File: config.mk
export PLATFORM = sky130hd
export DESIGN_NAME = csf_codec_top
export DESIGN_NICKNAME = d
export VERILOG_FILES = /design/src/core/csf_pkg.sv /design/src/core/csf_link_if.sv /design/src/core/csf_codec_top.sv /design/src/core/csf_link_sampler.sv /design/src/core/csf_rate_counter.sv
export SDC_FILE = /design/constraint.sdc
export NUM_CORES = 1
export LEC_CHECK = 0
export BUFFER_PORTS_ARGS = -buffer_cell sky130_fd_sc_hd__buf_2
export CORE_ASPECT_RATIO = 2
export CORE_UTILIZATION = 45
export CTS_CLUSTER_SIZE = 24
export DETAILED_ROUTE_END_ITERATION = 6
export SLEW_MARGIN = 25
export SYNTH_ARGS = -nofsm -noshare
export SYNTH_HDL_FRONTEND = slang
export SYNTH_SLANG_ARGS = --single-unit
File: constraint.sdc
create_clock -name clk_sys_i -period 2.6 [get_ports clk_sys_i]
set_input_delay 0.26 -clock clk_sys_i [delete_from_list [all_inputs] [get_ports clk_sys_i]]
set_output_delay 0.26 -clock clk_sys_i [all_outputs]
set_load 0.1 [all_outputs]
File: src/core/csf_pkg.sv
// shared constants and types for the codec-side sample sync block
package csf_pkg;
	// frame geometry
	localparam logic [6:0] IDX_ADDR_DONE = 7'h15;
	localparam logic [6:0] IDX_SUB0_LAST = 7'h3F;
	localparam logic [6:0] IDX_FRAME_LAST = 7'h7F;
	localparam logic [4:0] SLOT_LAST = 5'h1F;
	// fields of the 64-bit subframe 0 word, same layout both ways
	localparam int F_AUD_LSB = 48;
	localparam int F_AUD_VALID = 47;
	localparam int F_ADDR_LSB = 43;
	localparam int F_RW = 42;
	localparam int F_TEL_LSB = 26;
	localparam int F_TEL_VALID = 25;
	localparam int F_REG_LSB = 0;
	// codec control registers that carry the path settings
	localparam logic [3:0] CREG_AUD = 4'h8;
	localparam logic [3:0] CREG_TEL = 4'h4;
	localparam int CB_DIV_LSB = 0;
	localparam int CB_OUT_EN = 14;
	localparam int CB_IN_EN = 15;
	localparam logic [15:0] CREG_RST = 16'h0000;
	// divisor limits
	localparam logic [6:0] DIV_MIN_AUD = 7'h06;
	localparam logic [6:0] DIV_MIN_TEL = 7'h10;
	// host register offsets
	localparam logic [7:0] HR_CTRL = 8'h00;
	localparam logic [7:0] HR_ADC_AUD = 8'h04;
	localparam logic [7:0] HR_ADC_TEL = 8'h08;
	localparam logic [7:0] HR_DAC_AUD = 8'h0C;
	localparam logic [7:0] HR_DAC_TEL = 8'h10;
	localparam logic [7:0] HR_STATUS = 8'h14;
	localparam int CTRL_EN = 0;
	localparam int CTRL_PERSIST = 1;
	localparam logic [1:0] CTRL_RST = 2'h0;
	localparam int AUD_BITS = 12;
	localparam int TEL_BITS = 14;

	typedef enum logic [1:0] {
		LS_IDLE = 2'b00,
		LS_SUB0 = 2'b01,
		LS_SUB1 = 2'b11
	} csf_link_state_t;
endpackage : csf_pkg

File: src/core/csf_link_if.sv
// carrier for synchronised link events between sampler and core
`timescale 1ns/1ps
interface csf_link_if;
	logic sclk_rise;
	logic sclk_fall;
	logic fsync;
	logic rx;
	modport src (output sclk_rise, output sclk_fall, output fsync, output rx);
	modport dst (input sclk_rise, input sclk_fall, input fsync, input rx);
endinterface : csf_link_if

File: src/core/csf_codec_top.sv
// codec-side end of the sample-synchronised serial link
//
// The strobed register port and the address map were chosen for this implementation.
`timescale 1ns/1ps
module csf_codec_top (
	// clock and control
	input  wire logic        clk_sys_i,
	input  wire logic        reset_i,
	input  wire logic        ce_i,
	// link from the codec port unit
	input  wire logic        sclk_i,
	input  wire logic        frame_sync_pulse_i,
	input  wire logic        serial_tx_line_i,
	output logic             serial_rx_line_o,
	// host register port
	input  wire logic [7:0]  addr_i,
	input  wire logic [31:0] wdata_i,
	input  wire logic        wr_i,
	input  wire logic        rd_i,
	output logic [31:0]      rdata_o,
	// converter outputs
	output logic [11:0]      aud_dac_o,
	output logic [13:0]      tel_dac_o
);
	typedef struct packed {
		csf_pkg::csf_link_state_t st;
		logic [6:0]               bitcnt;
		logic [63:0]              txw;
		logic [63:0]              rxs;
		logic                     tx;
		logic [3:0]               cad;
		logic                     crw;
		logic [15:0][15:0]        creg;
		logic [1:0]               ctrl;
		logic [1:0][15:0]         adc;
		logic [1:0][15:0]         smp;
		logic [1:0][15:0]         rxf;
		logic [1:0][15:0]         dac;
		logic [1:0]               fresh;
		logic [1:0]               rel;
		logic [1:0][7:0]          cnv;
		logic [31:0]              rdata;
	} csf_top_state_t;

	csf_top_state_t r_reg;
	csf_top_state_t r_next;

	csf_link_if link ();

	logic       frame;
	logic       tick;
	logic [1:0] path_en;
	logic [1:0] running;
	logic [1:0] zero;
	logic [6:0] modulus [2];

	// codec register address of a path
	function automatic logic [3:0] path_creg(input int p);
		return (p == 0) ? csf_pkg::CREG_AUD : csf_pkg::CREG_TEL;
	endfunction : path_creg

	// out-of-range divisors are raised to the path minimum
	function automatic logic [6:0] clamp_div(input logic [15:0] cr, input int p);
		logic [6:0] d;
		logic [6:0] lo;
		d = cr[csf_pkg::CB_DIV_LSB +: 7];
		lo = (p == 0) ? csf_pkg::DIV_MIN_AUD : csf_pkg::DIV_MIN_TEL;
		return (d < lo) ? lo : d;
	endfunction : clamp_div

	// bit position of a path's sample field
	function automatic int field_lsb(input int p);
		return (p == 0) ? csf_pkg::F_AUD_LSB : csf_pkg::F_TEL_LSB;
	endfunction : field_lsb

	function automatic int valid_bit(input int p);
		return (p == 0) ? csf_pkg::F_AUD_VALID : csf_pkg::F_TEL_VALID;
	endfunction : valid_bit

	csf_link_sampler u_sampler (
		.clk_sys_i (clk_sys_i),
		.reset_i   (reset_i),
		.ce_i      (ce_i),
		.sclk_i    (sclk_i),
		.fsync_i   (frame_sync_pulse_i),
		.rx_i      (serial_tx_line_i),
		.link      (link.src)
	);

	// the fixed divide-by-32 stage: one tick per 32 bit clocks
	assign frame = link.sclk_fall & link.fsync & r_reg.ctrl[csf_pkg::CTRL_EN];
	assign tick = link.sclk_fall & (r_reg.st != csf_pkg::LS_IDLE)
		& (r_reg.bitcnt[4:0] == csf_pkg::SLOT_LAST);

	for (genvar p = 0; p < 2; p++) begin : g_path
		assign path_en[p] = r_reg.creg[path_creg(p)][csf_pkg::CB_IN_EN]
			| r_reg.creg[path_creg(p)][csf_pkg::CB_OUT_EN];
		assign modulus[p] = clamp_div(r_reg.creg[path_creg(p)], p);

		csf_rate_counter u_cnt (
			.clk_sys_i (clk_sys_i),
			.reset_i   (reset_i),
			.ce_i      (ce_i),
			.frame_i   (frame),
			.tick_i    (tick),
			.enable_i  (path_en[p]),
			.modulus_i (modulus[p]),
			.running_o (running[p]),
			.zero_o    (zero[p])
		);
	end

	// the address sits just above the r/w bit in the low end of the shifter
	localparam int F_ADDR_REL = csf_pkg::F_ADDR_LSB - csf_pkg::F_RW;

	always_comb begin
		logic [63:0] rx_new;
		logic [3:0]  a;
		rx_new = {r_reg.rxs[62:0], link.rx};
		a = rx_new[F_ADDR_REL +: 4];
		r_next = r_reg;
		r_next.rdata = 32'h0000_0000;

		// link framing
		if (frame) begin
			r_next.st = csf_pkg::LS_SUB0;
			r_next.bitcnt = 7'h00;
			r_next.txw = 64'h0000_0000_0000_0000;
			for (int p = 0; p < 2; p++) begin
				r_next.txw[field_lsb(p) +: 16] = r_reg.smp[p];
				r_next.txw[valid_bit(p)] = r_reg.ctrl[csf_pkg::CTRL_PERSIST]
					? r_reg.rel[p] : r_reg.fresh[p];
				r_next.fresh[p] = 1'b0;
			end
			r_next.txw[csf_pkg::F_ADDR_LSB +: 4] = r_reg.cad;
		end else if (link.sclk_rise) begin
			// the unit samples just before its next rising edge, so drive on the rise
			if (r_reg.st == csf_pkg::LS_SUB0) begin
				r_next.tx = r_reg.txw[~r_reg.bitcnt[5:0]];
			end else begin
				r_next.tx = 1'b0;
			end
		end else if (link.sclk_fall && r_reg.st != csf_pkg::LS_IDLE) begin
			r_next.rxs = rx_new;
			r_next.bitcnt = r_reg.bitcnt + 7'h01;
			if (r_reg.st == csf_pkg::LS_SUB0 && r_reg.bitcnt == csf_pkg::IDX_ADDR_DONE) begin
				// the read data field goes out last, so it can still be filled
				r_next.cad = a;
				r_next.crw = rx_new[0];
				r_next.txw[csf_pkg::F_REG_LSB +: 16] = r_reg.creg[a];
			end
			if (r_reg.st == csf_pkg::LS_SUB0 && r_reg.bitcnt == csf_pkg::IDX_SUB0_LAST) begin
				r_next.st = csf_pkg::LS_SUB1;
				if (r_reg.crw) begin
					r_next.creg[r_reg.cad] = rx_new[csf_pkg::F_REG_LSB +: 16];
				end
				for (int p = 0; p < 2; p++) begin
					r_next.rxf[p] = rx_new[field_lsb(p) +: 16];
				end
			end
			if (r_reg.st == csf_pkg::LS_SUB1 && r_reg.bitcnt == csf_pkg::IDX_FRAME_LAST) begin
				// no frame pulse arrived: wait for the next one
				r_next.st = csf_pkg::LS_IDLE;
			end
		end

		// conversions paced by the sample-rate counters
		for (int p = 0; p < 2; p++) begin
			if (!r_reg.creg[path_creg(p)][csf_pkg::CB_IN_EN]) begin
				r_next.rel[p] = 1'b0;
				r_next.fresh[p] = 1'b0;
			end else if (zero[p]) begin
				r_next.smp[p] = r_reg.adc[p];
				r_next.fresh[p] = 1'b1;
				r_next.rel[p] = 1'b1;
				r_next.cnv[p] = r_reg.cnv[p] + 8'h01;
			end
			if (zero[p] && r_reg.creg[path_creg(p)][csf_pkg::CB_OUT_EN]) begin
				// unchanged frames simply convert the same value again
				r_next.dac[p] = r_reg.rxf[p];
			end
		end

		if (!r_reg.ctrl[csf_pkg::CTRL_EN]) begin
			r_next.st = csf_pkg::LS_IDLE;
			r_next.tx = 1'b0;
		end

		// host register port
		if (wr_i) begin
			if (addr_i == csf_pkg::HR_CTRL) begin
				r_next.ctrl = wdata_i[1:0];
			end else if (addr_i == csf_pkg::HR_ADC_AUD) begin
				r_next.adc[0] = {wdata_i[csf_pkg::AUD_BITS-1:0], 4'h0};
			end else if (addr_i == csf_pkg::HR_ADC_TEL) begin
				r_next.adc[1] = {wdata_i[csf_pkg::TEL_BITS-1:0], 2'h0};
			end
		end
		if (rd_i) begin
			if (addr_i == csf_pkg::HR_CTRL) begin
				r_next.rdata = {30'h0000_0000, r_reg.ctrl};
			end else if (addr_i == csf_pkg::HR_ADC_AUD) begin
				r_next.rdata = {16'h0000, r_reg.adc[0]};
			end else if (addr_i == csf_pkg::HR_ADC_TEL) begin
				r_next.rdata = {16'h0000, r_reg.adc[1]};
			end else if (addr_i == csf_pkg::HR_DAC_AUD) begin
				r_next.rdata = {16'h0000, r_reg.dac[0]};
			end else if (addr_i == csf_pkg::HR_DAC_TEL) begin
				r_next.rdata = {16'h0000, r_reg.dac[1]};
			end else if (addr_i == csf_pkg::HR_STATUS) begin
				r_next.rdata = {r_reg.cnv[1], r_reg.cnv[0], 10'h000,
					r_reg.st, path_en, running};
			end
		end
	end

	always_ff @(posedge clk_sys_i) begin
		if (reset_i) begin
			r_reg <= '0;
			r_reg.st <= csf_pkg::LS_IDLE;
			r_reg.ctrl <= csf_pkg::CTRL_RST;
			r_reg.creg <= {16{csf_pkg::CREG_RST}};
		end else if (ce_i) begin
			r_reg <= r_next;
		end
	end

	assign serial_rx_line_o = r_reg.tx;
	assign rdata_o = r_reg.rdata;
	assign aud_dac_o = r_reg.dac[0][15 -: csf_pkg::AUD_BITS];
	assign tel_dac_o = r_reg.dac[1][15 -: csf_pkg::TEL_BITS];
endmodule : csf_codec_top

File: src/core/csf_link_sampler.sv
// two-flop synchroniser and bit clock edge finder for the link pins
`timescale 1ns/1ps
module csf_link_sampler (
	// clock and control
	input  wire logic clk_sys_i,
	input  wire logic reset_i,
	input  wire logic ce_i,
	// pins
	input  wire logic sclk_i,
	input  wire logic fsync_i,
	input  wire logic rx_i,
	// events
	csf_link_if.src   link
);
	typedef struct packed {
		logic [2:0] s1;
		logic [2:0] s2;
		logic       sclk_prev;
	} csf_smp_state_t;

	csf_smp_state_t r_reg;
	csf_smp_state_t r_next;

	always_comb begin
		r_next = r_reg;
		r_next.s1 = {rx_i, fsync_i, sclk_i};
		r_next.s2 = r_reg.s1;
		r_next.sclk_prev = r_reg.s2[0];
	end

	always_ff @(posedge clk_sys_i) begin
		if (reset_i) begin
			r_reg <= '0;
		end else if (ce_i) begin
			r_reg <= r_next;
		end
	end

	assign link.sclk_rise = ce_i & r_reg.s2[0] & ~r_reg.sclk_prev;
	assign link.sclk_fall = ce_i & ~r_reg.s2[0] & r_reg.sclk_prev;
	assign link.fsync = r_reg.s2[1];
	assign link.rx = r_reg.s2[2];
endmodule : csf_link_sampler

File: src/core/csf_rate_counter.sv
// sample-rate counter: ticks once per 32 bit clocks, zero pulse on wrap
`timescale 1ns/1ps
module csf_rate_counter (
	// clock and control
	input  wire logic       clk_sys_i,
	input  wire logic       reset_i,
	input  wire logic       ce_i,
	// pacing
	input  wire logic       frame_i,
	input  wire logic       tick_i,
	input  wire logic       enable_i,
	input  wire logic [6:0] modulus_i,
	// status
	output logic            running_o,
	output logic            zero_o
);
	typedef struct packed {
		logic       running;
		logic [6:0] count;
		logic       zero;
	} csf_cnt_state_t;

	csf_cnt_state_t r_reg;
	csf_cnt_state_t r_next;

	always_comb begin
		r_next = r_reg;
		r_next.zero = 1'b0;
		if (frame_i && !enable_i) begin
			r_next.running = 1'b0;
			r_next.count = modulus_i;
		end else if (frame_i && !r_reg.running) begin
			r_next.running = 1'b1;
			r_next.count = modulus_i;
		end else if (r_reg.running && tick_i) begin
			if (r_reg.count <= 7'h01) begin
				r_next.zero = 1'b1;
				r_next.count = modulus_i;
			end else begin
				r_next.count = r_reg.count - 7'h01;
			end
		end else if (!r_reg.running) begin
			r_next.count = modulus_i;
		end
	end

	always_ff @(posedge clk_sys_i) begin
		if (reset_i) begin
			r_reg <= '0;
		end else if (ce_i) begin
			r_reg <= r_next;
		end
	end

	assign running_o = r_reg.running;
	assign zero_o = r_reg.zero;
endmodule : csf_rate_counter
# After elaboration in Yosys (flattened, before gate mapping)
# Cells that the tools add are included.
dict set report word_totals {
  reg_bits 578
  elab_cells 215
  input_bits 48
  output_inout_bits 59
}
dict set report op_classes {
  order_cmp 8
  n_addsub 5
  n_mux 66
  n_bitwise 17
  eq_ne 23
  reduce_logical 47
}
# operator n
set op_table {}
lappend op_table {{261-bit 2-to-1 mux} 2}
lappend op_table {{256-bit 2-to-1 mux} 2}
lappend op_table {{262-bit 2-to-1 mux} 1}
lappend op_table {{256-bit bitwise mux} 1}
lappend op_table {{32-bit 2-to-1 mux} 7}
lappend op_table {{80-bit 2-to-1 mux} 2}
lappend op_table {{7-bit 2-to-1 mux} 10}
lappend op_table {{16-bit binary-select mux with 4-bit select} 1}
lappend op_table {{16-bit demux with 4-bit select} 1}
lappend op_table {{16-bit 2-to-1 mux} 4}
lappend op_table {{9-bit 2-to-1 mux} 3}
lappend op_table {{1-bit 2-to-1 mux} 24}
lappend op_table {{2-bit AND reduction} 11}
lappend op_table {{8-bit by 1-bit adder with 8-bit output (second input constant)} 2}
lappend op_table {{8-bit by 4-bit == test with 1-bit output (second input constant)} 2}
lappend op_table {{8-bit by 5-bit == test with 1-bit output (second input constant)} 2}
lappend op_table {{8-bit 2-to-1 mux} 2}
lappend op_table {{4-bit AND reduction} 4}
lappend op_table {{3-bit AND reduction} 5}
lappend op_table {{5-bit AND reduction} 3}
lappend op_table {{7-bit by 1-bit less-or-equal comparator with 1-bit output (second input constant)} 2}
lappend op_table {{7-bit by 1-bit subtractor with 7-bit output (second input constant)} 2}
lappend op_table {{1-bit logical AND} 13}
lappend op_table {{4-bit by 5-bit less-than comparator with 1-bit output (second input constant)} 2}
lappend op_table {{other kinds (29)} 58}

# Depth between registers and ports, before layout
# Gate-level depths: netlist (run 1).
dict set report logic_depth {
  word_depth 11
  ltp_mapped 9
  mapped_depth_nobuf 8
}

# Modules after synthesis
# Synthesis (run 1) repeated with hierarchy kept, for this count alone.
dict set report unflattened {
  cells_unflattened 2709
  hier_area_um2 24967.7
}
# module seq_area_each_um2 n_inst cells_per_inst area_each_um2
set modules_own_cells {}
lappend modules_own_cells {csf_codec_top 11050.6 1 2530 23497.5}
lappend modules_own_cells {csf_rate_counter 180.2 2 77 601.8}
lappend modules_own_cells {csf_link_sampler 140.1 1 25 266.5}

# Worst setup path before layout (run 1)
# OpenSTA, ideal clock, no wires.
dict set report synth_timing {
  path_type {register to register}
  from {register r_reg[572] (netlist name)}
  to {register (tool-made name)}
  setup_ns 0.070
  slack_ns 0.163
  period_less_slack_ns 2.437
  stages_incl_launch_ff 10
  arrival_ns 2.366
  n_path_buf 3
  t_required_ns 2.530
  path_cell_list {dfxtp_1 > ha_1 > nand3_2 > or4b_1 > buf_4 > buf_6 > nor4_4 > buf_6 > nand2_1 > a21oi_1}
}
# item line_no
set synth_lines {}
lappend synth_lines {{start, declared} csf_codec_top.sv:45} ;# csf_top_state_t r_reg;
lappend synth_lines {{start signal, assigned} csf_codec_top.sv:224} ;# r_reg <= r_next;

==> results of run 1 <==
==> cell families (layout without fill, tap and decap cells) <==
logic type	Yosys count	in the layout	synth area share [%]
and+or+nand+nor	1160	1160	20.3
AOI/OAI and AO/OA	572	572	13.1
xor gates and xnor gates	20	20	0.708
muxes	201	201	12.6
buffers and inverters	321	334	6.20
DFF	577	577	46.7
adders and majority gates	9	9	0.455
==> final cells by class <==
cell class / count / area (sq um) / area share, %
clock inverter: 26 / 309 / 1.13
clock buffer: 68 / 1410 / 5.13
sequential: 577 / 11600 / 42.1
tap: 676 / 846 / 3.08
timing repair buffer: 207 / 1540 / 5.59
multi-input combinational: 1962 / 11700 / 42.5
inverter: 33 / 124 / 0.451
==> worst reg2reg max path, stage by stage, from the launching register on <==
cell and delay [ns]:
dfxtp_1 0.34, ha_1 0.18, nand3_2 0.11, or4b_1 0.54, buf_4 0.27, nor4_4 0.36, buf_4 0.31, nand2_1 0.10
a21oi_1 0.18
==> power by group through the flow <==
stage,clock network (mW),registers (mW),logic [mW]
2_1_floorplan,0,9.06,0.258
6_report,7.92,8.86,0.392
4_1_cts,8.10,8.86,0.388
3_5_place_dp,0,9.06,0.366
3_3_place_gp,0,9.06,0.357
5_1_grt,8.42,8.86,0.424
==> path summary, 6_finish.rpt <==
| kind | start | to | slack [ns] | cells past startpoint |
|---|---|---|---|---|
| worst min-delay path | reset_i | r_reg[46] | 0.07 | 2 |
| worst min register to register | register | register | 0.45 | 2 |
| worst max register to register | r_reg[573] | register | 0.14 | 8 |
| worst max-delay path | r_reg[573] | register | 0.14 | 8 |
==> per-layer routing <==
layer / vias to the layer above / part of all wire [%]
met5: - / 0
met4: 0 / 7.1
met3: 204 / 4.5
met2: 655 / 53
met1: 9690 / 36
li1: 9604 / -
==> timing repair <==
action | CTS | global route
hold endpoints to repair | 31 | 0
hold buffers | 17 | 0
setup buffers | 0 | 0
endpoints found under the setup margin | 0 | 3
==> stage by stage <==
stage | hold WS, ns | instance area, sq um
after global placement | 0.434 | 25600
after CTS | 0.0528 | 27500
after floorplan | 0.404 | 24700
after detailed placement | 0.441 | 25600
final | 0.0746 | 27500
after global routing | 0.0746 | 27500
==> cells in the final DEF, fill, tap and decap left out, drive strengths merged, types with 9 or more instances in the layout <==
| cell type | instances |
|---|---|
| clkbuf | 68 |
| a22oi | 32 |
| nand2 | 838 |
| o2bb2ai | 20 |
| a22o | 11 |
| and3 | 11 |
| nor3 | 24 |
| buf | 190 |
| nor2b | 9 |
| mux2i | 110 |
| a21oi | 426 |
| inv | 36 |
| clkinv | 10 |
| o21ai | 20 |
| nand4 | 27 |
| dfxtp | 577 |
| mux4 | 87 |
| xor2 | 11 |
| nand3 | 18 |
| nor2 | 156 |
| nand2b | 28 |
| xnor2 | 9 |
| o22ai | 13 |
| ha | 9 |
| nor4 | 20 |
| dlygate4sd3 | 17 |
==> results.yml, run 1 <==
clock_network:
  root_buffer: "clkbuf_16"
  cts_buffer_depth: 3
  clkSinkCount: 577
  cts_buffers: 51
  clk_latency_ns: 0.61
  path_clk_slew_ns: 0.07
  cts_tree: "done"
  cts_resized: 0
  htreeDepth: 2
yosys:
  synth_cell_types: 71
  yosys_warnings: 0
  ys.flop_type: "dfxtp_1"
  synth_top_cell_area_share_pct: 46.7
  synthTopCellsByCount: "nand2_1, dfxtp_1, a21oi_1, clkbuf_1, nor2_1"
  syn_area_per_cell_sq_um: 8.65
  synth_area_leaders: "dfxtp_1, nand2_1, a21oi_1, mux4_2, mux2i_1"
  yosysSeqAreaShare_pct: 46.7
  ys_ff_latch: 577
  synthArstFlopShare_pct: 0
  synthesis.area_sq_um: 24700
  synth_area_leader_cell: "dfxtp_1"
  synth.most_common_cell: "nand2_1"
  synth-edff-count: 0
  syn_inst: 2860
  syn-num-nets: 2917
setup_path:
  required_ns: 3.13
  cp.buffers_inverters: 2
  critPathKind: "register to register"
  crit_fanout: 14
  cp-start-kind: "register"
  crit_arrival_ns: 3.00
  critical-path-top-delay-family: "simple AND/OR/NAND/NOR gates"
  slowest_delay_ns: 0.54
  path_common_cell: "buf_4"
  critPathCaptureType: "register"
  crit_chain: "ha_1, nand3_2, or4b_1, buf_4, nor4_4, buf_4, nand2_1, a21oi_1"
  slowest_stage: "or4b_1"
pwr:
  pwr-share-seq_pct: 51.6
  p_switching_mw: 3.79
  clkPwrFrac_pct: 46.1
  p_comb_share_pct: 2.3
  ir_worst_vdd_v: 0.000468
  p_leak_nw: 9.69
  sw_frac_of_total_pct: 22.0
  power_density_nw_per_um2: 625
  p_int_mw: 13.4
  total_power_mw: 17.2
route:
  detail_route.first_pass.iterations: 5
  totalWireLength_mm: 71.4
  num_vias: 20200
  drt_iter0_drc: 1668
  drc_errors: 0
  ant_nets: 0
  via_per_inst: 5.68
  post_drt_wl_per_cell_um: 20.1
die:
  core_sq_um: 54400
  io_pins: 107
  initial_utilization_pct: 45.5
  die_h_um: 334
  die_area_sq_um: 56000
  num_rows: 121
  fp.dieW_um: 168
global_routing:
  antenna_found_initial: 0
  grt_pass1_wl_mm: 110
  met1_usage_pct: 26.0
  grt.total_usage_pct: 25.4
  grt_max_degree: 174
  grt-ovfl-total: 0
  grt.busiest_layer: "met2"
  grt.met3_usage_pct: 3.18
  grt_pass1_vias: 19600
  use_met2_pct: 47.7
place:
  dp_hpwl_mm: 49.3
  gp_congestion: 0.882
  dp_cells: 3438
  port_buffers: 88
  pre_cts_ws_ns: 0.0274
cells_and_area:
  finish.utilization_pct: 50.5
  fin_cells: 3549
  n_antenna_cell: 0
  drive_gt1_share_pct: 14.1
  final_nets: 2889
  area_delta_synth_final_pct: 11.0
  fillers: 5052
sta:
  setup_viol: 0
  fmax_ghz: 0.406
  tightest_slew_ns: 1.00
  fin_crit_sh_pct: 94.7
  rsz0062_at_grt: "no"
  maxSlewHeadroom_pct: 33.1
  setup_ws_ns: 0.137
  clock_skew_ns: 0.0250
  min_period_ns: 2.46
  maxSlewViolCount: 0
  tns_ns: 0
  hold_viol: 0
job:
  max_cap_viol_count: 0
hold_path:
  hold_path.class: "input port to register"
status:
  outcome: "finished, final reports clean"
Power figures use the tool's default switching activity.
==> run 2: changes to the inputs <==
- ABC_AREA: unset -> 1
- BUFFER_PORTS_ARGS: -buffer_cell sky130_fd_sc_hd__buf_2 -> -buffer_cell sky130_fd_sc_hd__clkbuf_2
==> results.yml, run 2 <==
yosys:
  syn_inst: 3476
  synth.most_common_cell: "nand2_1"
  yosysSeqAreaShare_pct: 46.9
  synthArstFlopShare_pct: 0
  ys.flop_type: "dfxtp_1"
  synth_area_leader_cell: "dfxtp_1"
  syn-num-nets: 3533
  synth_top_cell_area_share_pct: 46.9
  synthesis.area_sq_um: 24600
  synth_area_leaders: "dfxtp_1, nand2_1, a21oi_1, o21ai_0, nor2_1"
  ys_ff_latch: 577
  syn_area_per_cell_sq_um: 7.09
  synthTopCellsByCount: "nand2_1, dfxtp_1, nor2_1, a21oi_1, o21ai_0"
  synth_cell_types: 40
  yosys_warnings: 0
  synth-edff-count: 0
clock_network:
  clkSinkCount: 577
  clk_latency_ns: 0.60
  cts_tree: "done"
  htreeDepth: 2
  root_buffer: "clkbuf_16"
  cts_buffer_depth: 3
  cts_setup_buffers: 0
  cts_buffers: 50
  path_clk_slew_ns: 0.07
route:
  num_vias: 22500
  wl_met3_mm: 2.95
  drt_iter0_drc: 1528
  via_per_inst: 5.47
  totalWireLength_mm: 74.5
  drc_errors: 0
  ant_nets: 0
  post_drt_wl_per_cell_um: 18.1
  top_layer_used: "met4"
  wl_met1_mm: 27.9
  detail_route.first_pass.iterations: 6
  wl_met2_mm: 37.8
die:
  num_rows: 121
  initial_utilization_pct: 45.4
  core_sq_um: 54200
  die_area_sq_um: 55700
  io_pins: 107
  die_h_um: 333
  fp.dieW_um: 167
global_routing:
  grt-ovfl-total: 0
  antenna_found_initial: 0
  grt_max_degree: 195
  grt_pass1_vias: 21700
  grt_pass1_wl_mm: 117
  grt.total_usage_pct: 26.5
cells_and_area:
  fillers: 5424
  n_antenna_cell: 0
  layout_commonest_cell: "nand2_1"
  drive_gt1_share_pct: 8.35
  final_nets: 3454
  area_delta_synth_final_pct: 9.86
  finish.utilization_pct: 49.9
  layout_common_cells: "nand2_1, dfxtp_1, nor2_1"
hold_path:
  hold_path.class: "input port to register"
sta:
  tns_ns: 0
  hold_viol: 0
  rsz0062_at_grt: "no"
  min_period_ns: 2.48
  setup_ws_ns: 0.120
  maxSlewViolCount: 0
  fin_crit_sh_pct: 95.4
  setup_viol: 0
  tightest_slew_ns: 1.02
  fmax_ghz: 0.403
  clock_skew_ns: 0.0115
  whs_ns: 0.0452
  maxSlewHeadroom_pct: 32.3
status:
  outcome: "finished, final reports clean"
setup_path:
  cp-start-kind: "register"
  slowest_stage: "dfxtp_1"
  crit_chain: "ha_1, inv_1, nor3_4, nand2_1, nor2_1, nand2_1, inv_2, buf_12, nand2_4, inv_2, nand2_1, a21oi_1"
  critPathCaptureType: "register"
  crit_arrival_ns: 2.99
  slowest_delay_ns: 0.34
  crit_fanout: 17
  critPathKind: "register to register"
  path_common_cell: "nand2_1"
  required_ns: 3.11
pwr:
  p_leak_nw: 10.4
  power_density_nw_per_um2: 654
  ir_worst_vdd_v: 0.000612
  total_power_mw: 17.7
place:
  pre_cts_ws_ns: 0.181
  dp_hpwl_mm: 48.7
  gp_congestion: 0.908
  port_buffers: 88
job:
  max_cap_viol_count: 0
==> run 2: changes by cell type after synthesis, moves of 73 or more <==
cell / before / now
o21ai_0: 20 / 348
inv_1: 33 / 106
nor2_1: 155 / 461
mux4_2: 87 / 0
mux2i_1: 110 / 0
nand3_1: 17 / 137
==> run 2: per-stage QoR <==
stage / area, sq um / instances
6_report: 27100 / 4115
5_1_grt: 27100 / 4115
4_1_cts: 27100 / 4115
3_5_place_dp: 25100 / 4003
3_3_place_gp: 25100 / 4003
2_1_floorplan: 24600 / 3476
==> run 2: logic make-up (layout without fill, tap and decap cells) <==
| family | after synthesis | after routing | synth area share [%] |
|---|---|---|---|
| AND/OR/NAND/NOR | 1553 | 1553 | 25.1 |
| adder cells (fa/ha/maj) | 9 | 9 | 0.457 |
| flip-flops | 577 | 577 | 46.9 |
| buffers and inverters | 438 | 401 | 8.04 |
| XOR/XNOR | 9 | 9 | 0.320 |
| AO/OA/AOI/OAI | 890 | 890 | 19.2 |
==> run 2: metal layers <==
metal	vias to the layer above	GRT usage [%]
li1	11200	-
met1	10500	28.1
met2	661	48.3
met3	191	2.24
met4	0	20.0
met5	-	0
==> run 2: final timing paths <==
path,start,to,slack (ns),cells past startpoint
worst max-delay path,r_reg[572],register,0.12,12
worst min register to register,r_reg[566],r_reg[566],0.45,2
worst max register to register,r_reg[572],register,0.12,12
worst min-delay path,wr_i,r_reg[181],0.05,4
==> run 2: critical path: cells and delay by family, from the launching register on <==
kind	cells	cell delay, ns
AO/OA/AOI/OAI	1	0.17
buffers and inverters	4	0.68
adder cells (fa/ha/maj)	1	0.21
AND/OR/NAND/NOR	6	0.98
flip-flops	1	0.34
==> run 2: area by class of cell <==
cell class / count / area (sq um) / area share [%]
flip-flops and latches: 577 / 11600 / 42.7
inverters: 133 / 505 / 1.87
clock inverters: 25 / 358 / 1.32
clock buffers: 69 / 1430 / 5.27
well taps: 676 / 846 / 3.13
repair buffers: 174 / 1250 / 4.63
multi-input cells: 2461 / 11100 / 41.1
==> run 2: where the power goes <==
group / leakage, nW / internal [mW] / switching, mW / total, mW
clock: 0.875 / 4.74 / 3.46 / 8.20
sequential: 4.65 / 8.87 / 0.0524 / 8.92
combinational: 4.83 / 0.165 / 0.415 / 0.580
total: 10.4 / 13.8 / 3.93 / 17.7
==> run 2: what timing repair did <==
| action | CTS | global route |
|---|---|---|
| hold buffers | 18 | 0 |
| resized for setup | 0 | 2 |
| endpoints found under the setup margin | 0 | 12 |
| endpoints found under the hold margin | 33 | 0 |
